**config.mk**
```make
export PLATFORM = sky130hd
export DESIGN_NAME = asf_sample_irq_ctrl
export DESIGN_NICKNAME = d
export VERILOG_FILES = /design/src/common/asf_pkg.sv /design/src/design/asf_sample_format.sv /design/src/design/asf_sample_irq_ctrl.sv /design/src/design/asf_sample_queue.sv
export SDC_FILE = /design/constraint.sdc
export NUM_CORES = 1
export LEC_CHECK = 0
export BUFFER_PORTS_ARGS = -buffer_cell sky130_fd_sc_hd__buf_2
export CORE_MARGIN = 2
export CORE_UTILIZATION = 40
export CTS_CLUSTER_DIAMETER = 200
export DETAILED_ROUTE_END_ITERATION = 10
export PLACE_DENSITY_LB_ADDON = 0.05
export SLEW_MARGIN = 10
export SYNTH_ARGS = -nofsm -noshare
export SYNTH_HDL_FRONTEND = slang
export SYNTH_SLANG_ARGS = --single-unit
```
**constraint.sdc**
```tcl
create_clock -name ref_clk -period 52.4 [get_ports ref_clk]
set_input_delay 7.86 -clock ref_clk [delete_from_list [all_inputs] [get_ports ref_clk]]
set_output_delay 7.86 -clock ref_clk [all_outputs]
set_load 0.02 [all_outputs]
```
**src/common/asf_pkg.sv**
```systemverilog
// Purpose: shared constants and carriers of the sample queue and interrupt block
// Assumes: byte-wide register port, one sample clock
// Notes:   offsets are byte addresses of the register port
package asf_pkg;

  // ****************************************
  // register map
  // ****************************************
  localparam logic [7:0] ASF_OFS_X_LSB     = 8'h02;
  localparam logic [7:0] ASF_OFS_Z_MSB     = 8'h07;
  localparam logic [7:0] ASF_OFS_RANGE_CTL = 8'h15;
  localparam logic [7:0] ASF_OFS_QUEUE_CTL = 8'h16;
  localparam logic [7:0] ASF_OFS_IRQ_CTL   = 8'h17;

  localparam logic [7:0] ASF_RST_RANGE_CTL = 8'h00;
  localparam logic [7:0] ASF_RST_QUEUE_CTL = 8'h00;
  localparam logic [7:0] ASF_RST_IRQ_CTL   = 8'h00;
  // reserved bits 7 and 3 of range_resolution_control read as zero
  localparam logic [7:0] ASF_MASK_RANGE    = 8'h77;

  // ****************************************
  // field positions
  // ****************************************
  localparam int ASF_BIT_WIDTH_LO   = 0;
  localparam int ASF_BIT_RANGE_LO   = 4;
  localparam int ASF_BIT_THRESH_LO  = 0;
  localparam int ASF_BIT_FILL_MODE  = 5;
  localparam int ASF_BIT_QUEUE_EN   = 6;
  localparam int ASF_BIT_QUEUE_RST  = 7;
  localparam int ASF_BIT_DRIVE      = 0;
  localparam int ASF_BIT_POLARITY   = 1;
  localparam int ASF_BIT_EN_WAKE    = 2;
  localparam int ASF_BIT_EN_NEW     = 3;
  localparam int ASF_BIT_EN_EMPTY   = 4;
  localparam int ASF_BIT_EN_FULL    = 5;
  localparam int ASF_BIT_EN_LEVEL   = 6;
  localparam int ASF_BIT_EN_WATCHED = 7;

  // ****************************************
  // widths and depths
  // ****************************************
  localparam int          ASF_RAW_W     = 14;
  localparam int          ASF_WORD_W    = 12;
  localparam int          ASF_DEPTH     = 32;
  localparam int          ASF_PTR_W     = 5;
  localparam int          ASF_CNT_W     = 6;
  localparam logic [5:0]  ASF_CNT_FULL  = 6'h20;
  localparam logic [3:0]  ASF_BITS_QMAX = 4'hc;

  // ****************************************
  // carriers
  // ****************************************
  typedef struct packed {
    logic       wr;
    logic       rd;
    logic [7:0] addr;
    logic [7:0] wdata;
  } asf_reg_req_t;

  typedef struct packed {
    logic        valid;
    logic [1:0]  axis;
    logic [13:0] raw;
  } asf_sample_t;

  typedef struct packed {
    logic q_empty;
    logic q_full;
    logic q_level;
  } asf_queue_flags_t;

endpackage

```
**src/design/asf_sample_format.sv**
```systemverilog
// Purpose: cut a raw sample to the selected width and decode the range code
// Assumes: raw samples arrive at full 14-bit two's complement resolution
// Notes:   purely combinational; reserved width codes fall back to 12 bits
`timescale 1ns/1ps
module asf_sample_format
  import asf_pkg::*;
(
  input  wire logic [ASF_RAW_W-1:0] raw,
  input  wire logic [2:0]           width_code,
  input  wire logic [2:0]           range_code,
  input  wire logic                 queue_en,
  output logic      [15:0]          sample_ext,
  output logic      [3:0]           sample_bits,
  output logic      [4:0]           full_scale_g
);

  function automatic logic [3:0] width_of(input logic [2:0] code, input logic qen);
    logic [3:0] w;
    w = 4'hc;
    unique case (code)
      3'h0:    w = 4'h6;
      3'h1:    w = 4'h7;
      3'h2:    w = 4'h8;
      3'h3:    w = 4'ha;
      3'h4:    w = 4'hc;
      3'h5:    w = 4'he;
      default: w = 4'hc;
    endcase
    // the queue word is only 12 bits wide
    if (qen && (w > ASF_BITS_QMAX))
    begin
      w = ASF_BITS_QMAX;
    end
    return w;
  endfunction

  function automatic logic [4:0] range_of(input logic [2:0] code);
    logic [4:0] g;
    g = 5'h00;
    unique case (code)
      3'h0:    g = 5'h02;
      3'h1:    g = 5'h04;
      3'h2:    g = 5'h08;
      3'h3:    g = 5'h10;
      3'h4:    g = 5'h0c;
      default: g = 5'h00;
    endcase
    return g;
  endfunction

  logic signed [15:0] wide;
  logic        [3:0]  shift;

  always_comb
  begin
    sample_bits  = width_of(width_code, queue_en);
    full_scale_g = range_of(range_code);
    wide         = $signed({{2{raw[ASF_RAW_W-1]}}, raw});
    shift        = 4'he - sample_bits;
    sample_ext   = wide >>> shift;  // sign-extended result
  end

endmodule

```
**src/design/asf_sample_irq_ctrl.sv**
```systemverilog
// Purpose: output formatting, sample queue and interrupt request of a motion sensor
// Assumes: register port and event inputs come from logic on ref_clk
// Notes:   read data appears one cycle after the read strobe
`timescale 1ns/1ps

// Notes on behaviour
// - results appear sign-extended two's complement in the data registers 0x02 to 0x07.
// - with the queue enabled, the 14-bit setting gives 12-bit results.
// - width code 0..5 means 6,7,8,10,12,14 bits; 6 and 7 reserved.
// - queue events, threshold and fill mode act only while the queue is enabled.
// - with the queue disabled its flags show their default values.
// - five-bit threshold holds the event count; host programs 1 to 31.
// - fill mode 0 accepts samples while space remains.
// - fill mode 1 drops samples once the count reaches the threshold.
// - queue disabled writes each x, y or z sample straight into the data registers; axis code 3 is not stored.
// - queue enabled writes each sample into the queue when it has room.
// - queue writing runs only while the queue is enabled.
// - queue reset bit asynchronously clears pointers and contents.
// - drive bit 0 selects open-drain, 1 push-pull for the pin.
// - polarity bit 0 gives active low request, 1 active high.
// - enable bit 2 requests on activity wake into the continuous active state.
// - enable bit 3 requests on every new sample stored.
// - enable bit 4 requests when the queue count is 0.
// - enable bit 5 requests when the queue count is 32.
// - enable bit 6 requests when the count reaches the threshold.
// - enable bit 7 requests on activity only in the watched active state.
// - watched activity holds the detector until its manual reset is applied and removed.
module asf_sample_irq_ctrl
  import asf_pkg::*;
(
  input  wire logic             ref_clk,
  input  wire logic             rst,
  input  wire asf_reg_req_t     reg_req,
  output logic      [7:0]       reg_rdata,
  output logic                  reg_rvalid,
  input  wire asf_sample_t      sample_in,
  input  wire logic             wake_event,
  input  wire logic             watched_activity,
  input  wire logic             watched_active_state,
  input  wire logic             activity_unit_reset,
  input  wire logic             irq_ack,
  output asf_queue_flags_t      queue_flags,
  output logic      [4:0]       full_scale_g,
  output logic      [3:0]       sample_bit_width,
  output logic                  activity_unit_hold,
  output logic                  irq_out_pin_o,
  output logic                  irq_out_pin_oe
);

  // ****************************************
  // state
  // ****************************************
  typedef struct packed {
    logic [7:0]      range_ctl;
    logic [7:0]      queue_ctl;
    logic [7:0]      irq_ctl;
    logic [5:0][7:0] out_data;
    logic            pend_new;
    logic            pend_wake;
    logic            pend_watched;
    logic            act_lock;
    logic            act_rst_seen;
    logic [7:0]      rdata;
    logic            rvalid;
    logic            pin_o;
    logic            pin_oe;
  } asf_ctrl_state_t;

  asf_ctrl_state_t q;
  asf_ctrl_state_t next_q;

  // ****************************************
  // field views
  // ****************************************
  logic       queue_en;
  logic       fill_mode;
  logic       queue_rst;
  logic [4:0] queue_level_threshold;
  logic       irq_drive_style;
  logic       irq_polarity;
  logic       irq_on_new_sample;
  logic       irq_on_queue_level;
  logic       irq_on_watched_activity;

  assign queue_en                = q.queue_ctl[ASF_BIT_QUEUE_EN];
  assign fill_mode               = q.queue_ctl[ASF_BIT_FILL_MODE];
  assign queue_rst               = q.queue_ctl[ASF_BIT_QUEUE_RST];
  assign queue_level_threshold   = q.queue_ctl[ASF_BIT_THRESH_LO +: 5];
  assign irq_drive_style         = q.irq_ctl[ASF_BIT_DRIVE];
  assign irq_polarity            = q.irq_ctl[ASF_BIT_POLARITY];
  assign irq_on_new_sample       = q.irq_ctl[ASF_BIT_EN_NEW];
  assign irq_on_queue_level      = q.irq_ctl[ASF_BIT_EN_LEVEL];
  assign irq_on_watched_activity = q.irq_ctl[ASF_BIT_EN_WATCHED];

  // ****************************************
  // formatter and queue
  // ****************************************
  logic [15:0]           sample_ext;
  logic [ASF_WORD_W-1:0] head_data;
  logic [ASF_CNT_W-1:0]  q_count;
  logic                  q_push;
  logic                  q_pop;
  logic                  q_room;
  logic                  q_clr;
  logic                  at_level;
  logic [15:0]           head_ext;

  asf_sample_format u_format (
    .raw          (sample_in.raw),
    .width_code   (q.range_ctl[ASF_BIT_WIDTH_LO +: 3]),
    .range_code   (q.range_ctl[ASF_BIT_RANGE_LO +: 3]),
    .queue_en     (queue_en),
    .sample_ext   (sample_ext),
    .sample_bits  (sample_bit_width),
    .full_scale_g (full_scale_g)
  );

  // the clear comes straight from a flop, so it cannot glitch; it acts whatever
  // the enable says
  assign q_clr = rst | queue_rst;

  asf_sample_queue u_queue (
    .ref_clk   (ref_clk),
    .clr       (q_clr),
    .push      (q_push),
    .push_data (sample_ext[ASF_WORD_W-1:0]),
    .pop       (q_pop),
    .head_data (head_data),
    .count     (q_count)
  );

  assign at_level = ({1'b0, queue_level_threshold} <= q_count);
  // watermark stops at the threshold, normal mode only at full
  assign q_room   = (q_count != ASF_CNT_FULL) && !(fill_mode && at_level);
  // the write strobe is gated by the enable in place of a gated clock
  assign q_push   = sample_in.valid && queue_en && q_room;
  // reading the high byte of the x slot takes the head word off the queue
  assign q_pop    = reg_req.rd && queue_en && (reg_req.addr == ASF_OFS_X_LSB + 8'h01);
  assign head_ext = {{4{head_data[ASF_WORD_W-1]}}, head_data};

  // ****************************************
  // queue flags
  // ****************************************
  logic flag_empty;
  logic flag_full;
  logic flag_level;

  // a disabled queue reports empty, not full, below level
  assign flag_empty = !queue_en || (q_count == '0);
  assign flag_full  = queue_en && (q_count == ASF_CNT_FULL);
  assign flag_level = queue_en && at_level;

  // ****************************************
  // next state
  // ****************************************
  logic       stored;
  logic       watched_hit;
  logic       req;
  logic       level_hi;
  logic [7:0] offs;

  always_comb
  begin
    next_q      = q;
    offs        = reg_req.addr - ASF_OFS_X_LSB;
    stored      = sample_in.valid && (!queue_en || q_push);
    watched_hit = watched_activity && watched_active_state && !q.act_lock;

    // register writes
    if (reg_req.wr)
    begin
      unique case (reg_req.addr)
        ASF_OFS_RANGE_CTL: next_q.range_ctl = reg_req.wdata & ASF_MASK_RANGE;
        ASF_OFS_QUEUE_CTL: next_q.queue_ctl = reg_req.wdata;
        ASF_OFS_IRQ_CTL:   next_q.irq_ctl   = reg_req.wdata;
        default:           next_q.range_ctl = q.range_ctl;
      endcase
    end

    // direct path to the data registers, low byte first
    if (sample_in.valid && !queue_en && (sample_in.axis != 2'h3))
    begin
      next_q.out_data[{sample_in.axis, 1'b0}] = sample_ext[7:0];
      next_q.out_data[{sample_in.axis, 1'b1}] = sample_ext[15:8];
    end

    // register reads
    next_q.rvalid = reg_req.rd;
    next_q.rdata  = 8'h00;
    if (reg_req.rd)
    begin
      if ((reg_req.addr >= ASF_OFS_X_LSB) && (reg_req.addr <= ASF_OFS_Z_MSB))
      begin
        if (queue_en && (offs[2:0] == 3'h0))
        begin
          next_q.rdata = head_ext[7:0];
        end
        else if (queue_en && (offs[2:0] == 3'h1))
        begin
          next_q.rdata = head_ext[15:8];
        end
        else
        begin
          next_q.rdata = q.out_data[offs[2:0]];
        end
      end
      else if (reg_req.addr == ASF_OFS_RANGE_CTL)
      begin
        next_q.rdata = q.range_ctl;
      end
      else if (reg_req.addr == ASF_OFS_QUEUE_CTL)
      begin
        next_q.rdata = q.queue_ctl;
      end
      else if (reg_req.addr == ASF_OFS_IRQ_CTL)
      begin
        next_q.rdata = q.irq_ctl;
      end
    end

    // sticky event requests; a new event beats an ack in the same cycle
    if (irq_ack)
    begin
      next_q.pend_new     = 1'b0;
      next_q.pend_wake    = 1'b0;
      next_q.pend_watched = 1'b0;
    end
    if (stored && irq_on_new_sample)
    begin
      next_q.pend_new = 1'b1;
    end
    if (wake_event && q.irq_ctl[ASF_BIT_EN_WAKE])
    begin
      next_q.pend_wake = 1'b1;
    end
    if (watched_hit && irq_on_watched_activity)
    begin
      next_q.pend_watched = 1'b1;
    end

    // detector stays held until its reset goes high and then low again
    if (activity_unit_reset)
    begin
      next_q.act_rst_seen = 1'b1;
    end
    else if (q.act_rst_seen)
    begin
      next_q.act_rst_seen = 1'b0;
      next_q.act_lock     = 1'b0;
    end
    // a hit in the release cycle must not be lost, so the set comes last
    if (watched_hit)
    begin
      next_q.act_lock = 1'b1;
    end

    // OR of everything enabled, then polarity and drive
    req = q.pend_new || q.pend_wake || q.pend_watched
          || (q.irq_ctl[ASF_BIT_EN_EMPTY] && queue_en && (q_count == '0))
          || (q.irq_ctl[ASF_BIT_EN_FULL] && flag_full)
          || (irq_on_queue_level && flag_level);
    level_hi = irq_polarity ? req : !req;
    if (irq_drive_style)
    begin
      next_q.pin_o  = level_hi;
      next_q.pin_oe = 1'b1;
    end
    else
    begin
      // open drain only ever pulls low; the pull-up gives the high level
      next_q.pin_o  = 1'b0;
      next_q.pin_oe = !level_hi;
    end
  end

  // ****************************************
  // registers
  // ****************************************
  always_ff @(posedge ref_clk or posedge rst)
  begin
    if (rst)
    begin
      q           <= '0;
      q.range_ctl <= ASF_RST_RANGE_CTL;
      q.queue_ctl <= ASF_RST_QUEUE_CTL;
      q.irq_ctl   <= ASF_RST_IRQ_CTL;
    end
    else
    begin
      q <= next_q;
    end
  end

  assign reg_rdata          = q.rdata;
  assign reg_rvalid         = q.rvalid;
  assign queue_flags        = '{q_empty: flag_empty, q_full: flag_full, q_level: flag_level};
  assign activity_unit_hold = q.act_lock;
  assign irq_out_pin_o      = q.pin_o;
  assign irq_out_pin_oe     = q.pin_oe;

endmodule

```
**src/design/asf_sample_queue.sv**
```systemverilog
// Purpose: 32-entry first-in first-out store of 12-bit sample words
// Assumes: clr is the async clear (power-on reset or software queue reset)
// Notes:   a push into a full queue and a pop from an empty one are ignored
`timescale 1ns/1ps
module asf_sample_queue
  import asf_pkg::*;
(
  input  wire logic                  ref_clk,
  input  wire logic                  clr,
  input  wire logic                  push,
  input  wire logic [ASF_WORD_W-1:0] push_data,
  input  wire logic                  pop,
  output logic      [ASF_WORD_W-1:0] head_data,
  output logic      [ASF_CNT_W-1:0]  count
);

  typedef struct packed {
    logic [ASF_DEPTH-1:0][ASF_WORD_W-1:0] mem;
    logic [ASF_PTR_W-1:0]                 wp;
    logic [ASF_PTR_W-1:0]                 rp;
    logic [ASF_CNT_W-1:0]                 cnt;
  } asf_queue_state_t;

  asf_queue_state_t q;
  asf_queue_state_t next_q;
  logic             do_push;
  logic             do_pop;

  always_comb
  begin
    next_q  = q;
    do_push = push && (q.cnt != ASF_CNT_FULL);
    do_pop  = pop && (q.cnt != '0);
    if (do_push)
    begin
      next_q.mem[q.wp] = push_data;
      next_q.wp        = q.wp + 5'h01;
    end
    if (do_pop)
    begin
      next_q.rp = q.rp + 5'h01;
    end
    if (do_push && !do_pop)
    begin
      next_q.cnt = q.cnt + 6'h01;
    end
    else if (do_pop && !do_push)
    begin
      next_q.cnt = q.cnt - 6'h01;
    end
  end

  // clearing the contents too means no stale word can be read back straight after a clear
  always_ff @(posedge ref_clk or posedge clr)
  begin
    if (clr)
    begin
      q <= '0;
    end
    else
    begin
      q <= next_q;
    end
  end

  assign head_data = q.mem[q.rp];
  assign count     = q.cnt;

endmodule

```
==> results of run 1 <==
worst max-delay path, delay by kind of cell:
kind            cells  cell delay (ns)
fa+ha+maj           2             0.53
buf+inv             2             0.54
xor+xnor            2             0.29
simple gates        4             1.10
compound gates      4             0.66
synthesized netlist by cell type, types with 8 or more instances:
| cell type | instances |
|---|---|
| dfrtp_1 | 480 |
| mux4_2 | 103 |
| clkbuf_1 | 41 |
| buf_2 | 44 |
| xnor2_1 | 13 |
| a21oi_1 | 19 |
| mux2_2 | 427 |
| nand2_1 | 70 |
| and3_1 | 22 |
| nor2b_1 | 9 |
| nor2_1 | 29 |
| buf_1 | 14 |
| buf_4 | 37 |
| o21ai_0 | 41 |
| o221ai_1 | 8 |
| inv_1 | 18 |
| o22ai_1 | 9 |
| buf_6 | 13 |
| nand3_1 | 32 |
| mux2_1 | 20 |
| mux2i_1 | 62 |
| ha_1 | 16 |
| a22oi_1 | 11 |
| a31oi_1 | 9 |
cell type report:
type	instances	area (um^2)	area share, %
Tap cell	765	957	3.69
Sequential cell	480	12000	46.3
Inverter	19	72.6	0.280
Timing Repair Buffer	94	571	2.20
Multi-Input combinational cell	996	10400	40.2
Clock inverter	15	196	0.757
Clock buffer	86	1700	6.56
flip-flops by register name, summed over array words and instances (netlist names):
signal and cells:
activity_unit_hold 1, fill_mode 1, irq_drive_style 1, irq_on_new_sample 1
irq_on_queue_level 1, irq_on_watched_activity 1, irq_out_pin_o 1, irq_out_pin_oe 1
irq_polarity 1, q 62, reg_rdata 8, reg_rvalid 1
u_queue.count 6, u_queue.q 394
how the worst max path moves through the flow:
| stage | startpoint | cells past startpoint | endpoint | slack (ns) |
|---|---|---|---|---|
| detailed placement | reg_req[13] | 14 | u_queue.count[5] | 41.30 |
| global placement | reg_req[13] | 14 | u_queue.count[5] | 41.36 |
| finish | reg_req[9] | 14 | u_queue.count[5] | 41.93 |
| global route | reg_req[13] | 14 | u_queue.count[5] | 41.60 |
| CTS | reg_req[13] | 14 | u_queue.count[5] | 41.97 |
| floorplan | rst | 1 | u_queue.count[0] | 20.50 |
power breakdown:
group / internal (mW) / switching [mW]
combinational: 0.106 / 0.109
sequential: 0.439 / 0.0399
clock: 0.234 / 0.161
routing by layer:
| layer | wire, um | global-route usage [%] |
|---|---|---|
| met3 | 1930 | 2.96 |
| met4 | 1140 | 4.62 |
| met2 | 30000 | 35.1 |
| met5 | 0 | 0 |
| met1 | 28400 | 29.0 |
cell families after synthesis:
family | count (synthesis) | share of synthesized area [%]
AND/OR/NAND/NOR | 202 | 4.34
multiplexers | 616 | 34.5
AO/OA/AOI/OAI | 142 | 4.01
buffers and inverters | 170 | 4.06
adder cells (fa/ha/maj) | 17 | 0.944
XOR/XNOR | 18 | 0.676
flip-flops | 480 | 51.5
other | 1 | 0.0161
stage by stage:
step                power [mW]  setup slack [ns]  std cells  hold WS, ns  util [%]
detailed placement       0.702             41.30       2354        0.454      41.7
global placement         0.695             41.36       2354        0.429      41.7
global route              1.15             41.60       2455        0.472      45.0
finish                    1.09             41.93       2455        0.453      45.0
floorplan                0.641             20.50       1646        0.413         -
CTS                       1.10             41.97       2455        0.459      45.0
==> impl_results.md, run 1 <==
* Area grow syn2layout at 11.2%
* Startpoint Class: input pin
* Routed Antenna Nets at 0
* CP Class: input pin to flip-flop
* Final hold vios at 0
* Crit path cell chain: buf_2 > nor2b_1 > and3_1 > nand4_1 > ha_1 > inv_1 > ha_1 > a21o_1 > a21oi_1 > o21bai_1 > a21oi_1 > xnor2_1 > nor2_1 > xor2_1
* Setup TNS at 0 ns
* Power Density at 41.9 nW/um^2
* Largest net degree at the start of global routing at 172
* CTS sink count at between 400 and 500
* Detail Placement HPWL at 38000 um
* Number of synthesis warnings at 0
* Core area at 57700 um^2
* Most frequent cells in the layout: dfrtp_1, mux2_2, mux4_2
* Die ar. at 60300 um^2
* Cell area after synthesis at 23300 um^2
* Vias in the first global route at 14700
* Post-CTS Setup Repair Bufs at 0
* IO Port Bufs at 64
* FP Rows at 88
* Cts hold-fix bufs at 0
* Post-Syn Nets at 1705
* First-pass GRT wire length at 95100 um
* Most common cell after layout, fill and taps aside: dfrtp_1
* Yosys cell types at 70
* Worst EP required at 52.90 ns
* Worst Hold Launch: q[11]
* Worst Hold Class: flip-flop to flip-flop
* Chip width at 246 um
* Crit-path slowest cell: and3_1
* Fin crit period at 10.47 ns
* Hold Path Sink: activity_unit_hold
* Post-synth EDFFs at 0
* Drt pass-1 iters at 5
* Reg clk slew, reported paths at 0.06 ns
* Yosys top cell area share at between 50% and 60%
* Worst r2r path cells at 8
* Routability cong. at 0.790
* Vias per cell at 5.59
* Layout cells sized above 1 at 43.6%
* CTS tree: built
* Top post-synthesis cells by area: dfrtp_1, mux2_2, mux4_2, mux2i_1, buf_4
* Register-to-Register Setup Slack at 48.35 ns
* Final Instance Area at 26000 um^2
* Slew margin rel. at 17.0%
* Slew at the pin with the worst max-slew slack at approximately 1.2 ns
* Critical path data arrival time at between 10 and 15 ns
* Clock Tree Root: clkbuf_16
* Inserted Clock Buffers at between 50 and 60
* Fin. max-slew vios at 0
* Initial drt markers at 789
* Delay of the slowest critical-path stage at approximately 0.46 ns
* Top_reg_cell synth: dfrtp_1
* Asr flop ratio synth at 100%
* Sequential area share after synthesis at approximately 50%
* P_leak at 12.1 nW
* Worst setup EP type: flip-flop
* H-Tree Depth at 2
* Gr usage total at 21.0%
* Final nets at ~1700
* Status: completed
* Global route overflow at 0
* Post-cts resize count at 0
* Die H at 246 um
* Peak supply drop at 0.0000269 V
* Clock buffer depth at 3
* #FFs+latches synth at 480
* Synth Instances at about 1600
* Fmax at 95.5 MHz
* Critical path peak fanout at 22
* Final wirelength at 61500 um
* Via count at approximately 14000
* Avg WL per Cell at 25.0 um
* Reg2reg end: reg_rdata[3]
* # IOs at 66
* Fillcell total at between 5000 and 6000
* Starting Density at 40.4%
* # diodes at 0
* Synthesized area per cell at 14.2 um^2
* RSZ-0062 raised after global routing: no
* Antenna violations before repair at 2
* Hold depth at 1
* Max cap viols at 0
* DRC Markers at 0
* Clock latency on the worst-skew pair at between 0.6 and 0.7 ns
* # setup viols final at 0
* Reg-to-reg startpoint: u_queue.q[6]
* Placed cell area at approximately 24000 um^2
* Clock skew at approximately 0.023 ns
* Area leader, netlist: dfrtp_1
* Final Cycle Share at 20.0%
(Power assumes the default switching activity.)
==> run 2, diff against run 1 <==
clock period = 8.4 ns   (was 52.4 ns; I/O delays follow)
==> run 2 against run 1 <==
- largest cell class unchanged
- final cell count fell by 0.12%
- setup slack got worse by 37 ns
- clock power rose to 5.9 times the previous value
- clock skew rose by 0.0024 ns
- final area fell by 0.69%
- sequential share of layout area rose by 0.32 points
==> impl_results.md, run 2 (synthesis results as in run 1) <==
* Status: completed
* Worst r2r path cells at 9
* Final nets at 1701
* Post-cts resize count at 0
* Crit path launch: q[81]
* Max cap viols at 0
* Placed cell area at about 24000 um^2
* Clock Tree Root: clkbuf_16
* Critical path peak fanout at 35
* Clock buffer depth at 3
* FP Rows at 88
* Final Util at 44.7%
* Final hold vios at 0
* Final Cycle Share at approximately 47%
* Register-to-Register Setup Slack at 4.48 ns
* Post-CTS Setup Repair Bufs at 0
* Setup TNS at 0 ns
* Inserted Clock Buffers at 56
* CTS tree: built
* P_leak at 12.0 nW
* Metal3 WL at roughly 1900 um
* Largest Register: u_queue.q
* Slew margin rel. at ~22%
* Fin Hold WS at between 0.4 and 0.5 ns
* Worst EP required at between 8 and 9 ns
* Final total power at 6.65 mW
* Most common cell after layout, fill and taps aside: dfrtp_1
* Non-filler instance count after layout at roughly 2500
* Initial drt markers at 825
* Final Instance Area at 25800 um^2
* H-Tree Depth at 2
* # diodes at 0
* IO Port Bufs at between 60 and 70
* Fin. max-slew vios at 0
* Chip width at about 250 um
* Reg clk slew, reported paths at 0.06 ns
* Routed Antenna Nets at 0
* Worst Hold Class: flip-flop to flip-flop
* Peak supply drop at 0.000175 V
* Via count at 13700
* Reg2reg end: u_queue.q[294]
* Placed cell count at 2349
* Startpoint Class: flip-flop
* Largest register FFs at 394
* Global route overflow at 0
* Clock skew at roughly 0.025 ns
* Layout cells sized above 1 at between 40 and 50%
* Vias in the first global route at 14600
* Critical path data arrival time at 4.45 ns
* Hold depth at 1
* Drt pass-1 iters at 4
* Core area at between 50000 and 60000 um^2
* Met1 WL at ~28000 um
* Largest net degree at the start of global routing at around 170
* Die ar. at roughly 60000 um^2
* Die H at 246 um
* CP Class: flip-flop to flip-flop
* Vias per cell at 5.57
* Fin crit period at 3.92 ns
* Worst setup EP type: flip-flop
* Crit path to: u_queue.q[294]
* DRC Markers at 0
* Power Density at 258 nW/um^2
* Top Layer Used: met4
* First-pass GRT wire length at 93600 um
* Gr usage total at between 20% and 30%
* Final worst slack at 4.48 ns
* Avg WL per Cell at 24.7 um
* CTS sink count at 480
* Clock latency on the worst-skew pair at between 0.6 and 0.7 ns
* Reg-to-reg startpoint: q[81]
* RSZ-0062 raised after global routing: no
* Met2 wire length at 28800 um
* Final wirelength at a little over 60000 um
* Antenna violations before repair at 5
* Routability cong. at 0.794
* Slew at the pin with the worst max-slew slack at 1.17 ns
* Fmax at roughly 260 MHz
* Detail Placement HPWL at 37500 um
* Most frequent cells in the layout: dfrtp_1, mux2_2, mux4_2
* Dpl ws at about 3.9 ns
* # IOs at 66
* Cts hold-fix bufs at 0
* Starting Density at 40.4%
* # setup viols final at 0
* Area grow syn2layout at 10.5%
[run 2: cell types whose count changed in the layout (fill, tap and decap cells not counted), sizes merged]
cell / delta
buf: -5
clkbuf: +3
bufinv: -2
inv: +1
[run 2: area by class of cell]
class | count | area, um^2
fillers | 5257 | 31900
clock buffers | 89 | 1640
inverters | 19 | 72.6
multi-input cells | 996 | 10400
repair buffers | 89 | 546
clock inverters | 14 | 109
well taps | 765 | 957
flip-flops and latches | 480 | 12000
[run 2: per-layer routing]
layer	vias up	global-route usage (%)
li1	6077	-
met1	7304	28.9
met2	200	33.8
met3	73	3.10
met4	0	5.51
met5	-	0
[run 2: how the worst min path moves through the flow]
stage / from / end
after global placement: q[11] / activity_unit_hold
after CTS: q[11] / activity_unit_hold
after floorplan: q[11] / activity_unit_hold
after global routing: q[11] / activity_unit_hold
final: q[11] / activity_unit_hold
after detailed placement: q[11] / activity_unit_hold
[run 2: power by group]
| group | switching, mW | internal [mW] | total [mW] |
|---|---|---|---|
| logic | 0.684 | 0.660 | 1.34 |
| registers | 0.245 | 2.74 | 2.98 |
| clock network | 0.985 | 1.33 | 2.32 |
| total | 1.91 | 4.73 | 6.65 |
[run 2: critical path: stages, from the launching register on]
cell and delay [ns]:
dfrtp_1 0.45, nor3b_2 0.20, buf_4 0.29, ha_1 0.24, xor2_1 0.85, a22oi_1 0.16, o211ai_1 0.26, nor2_1 0.10
a31oi_4 0.94, mux2_2 0.31
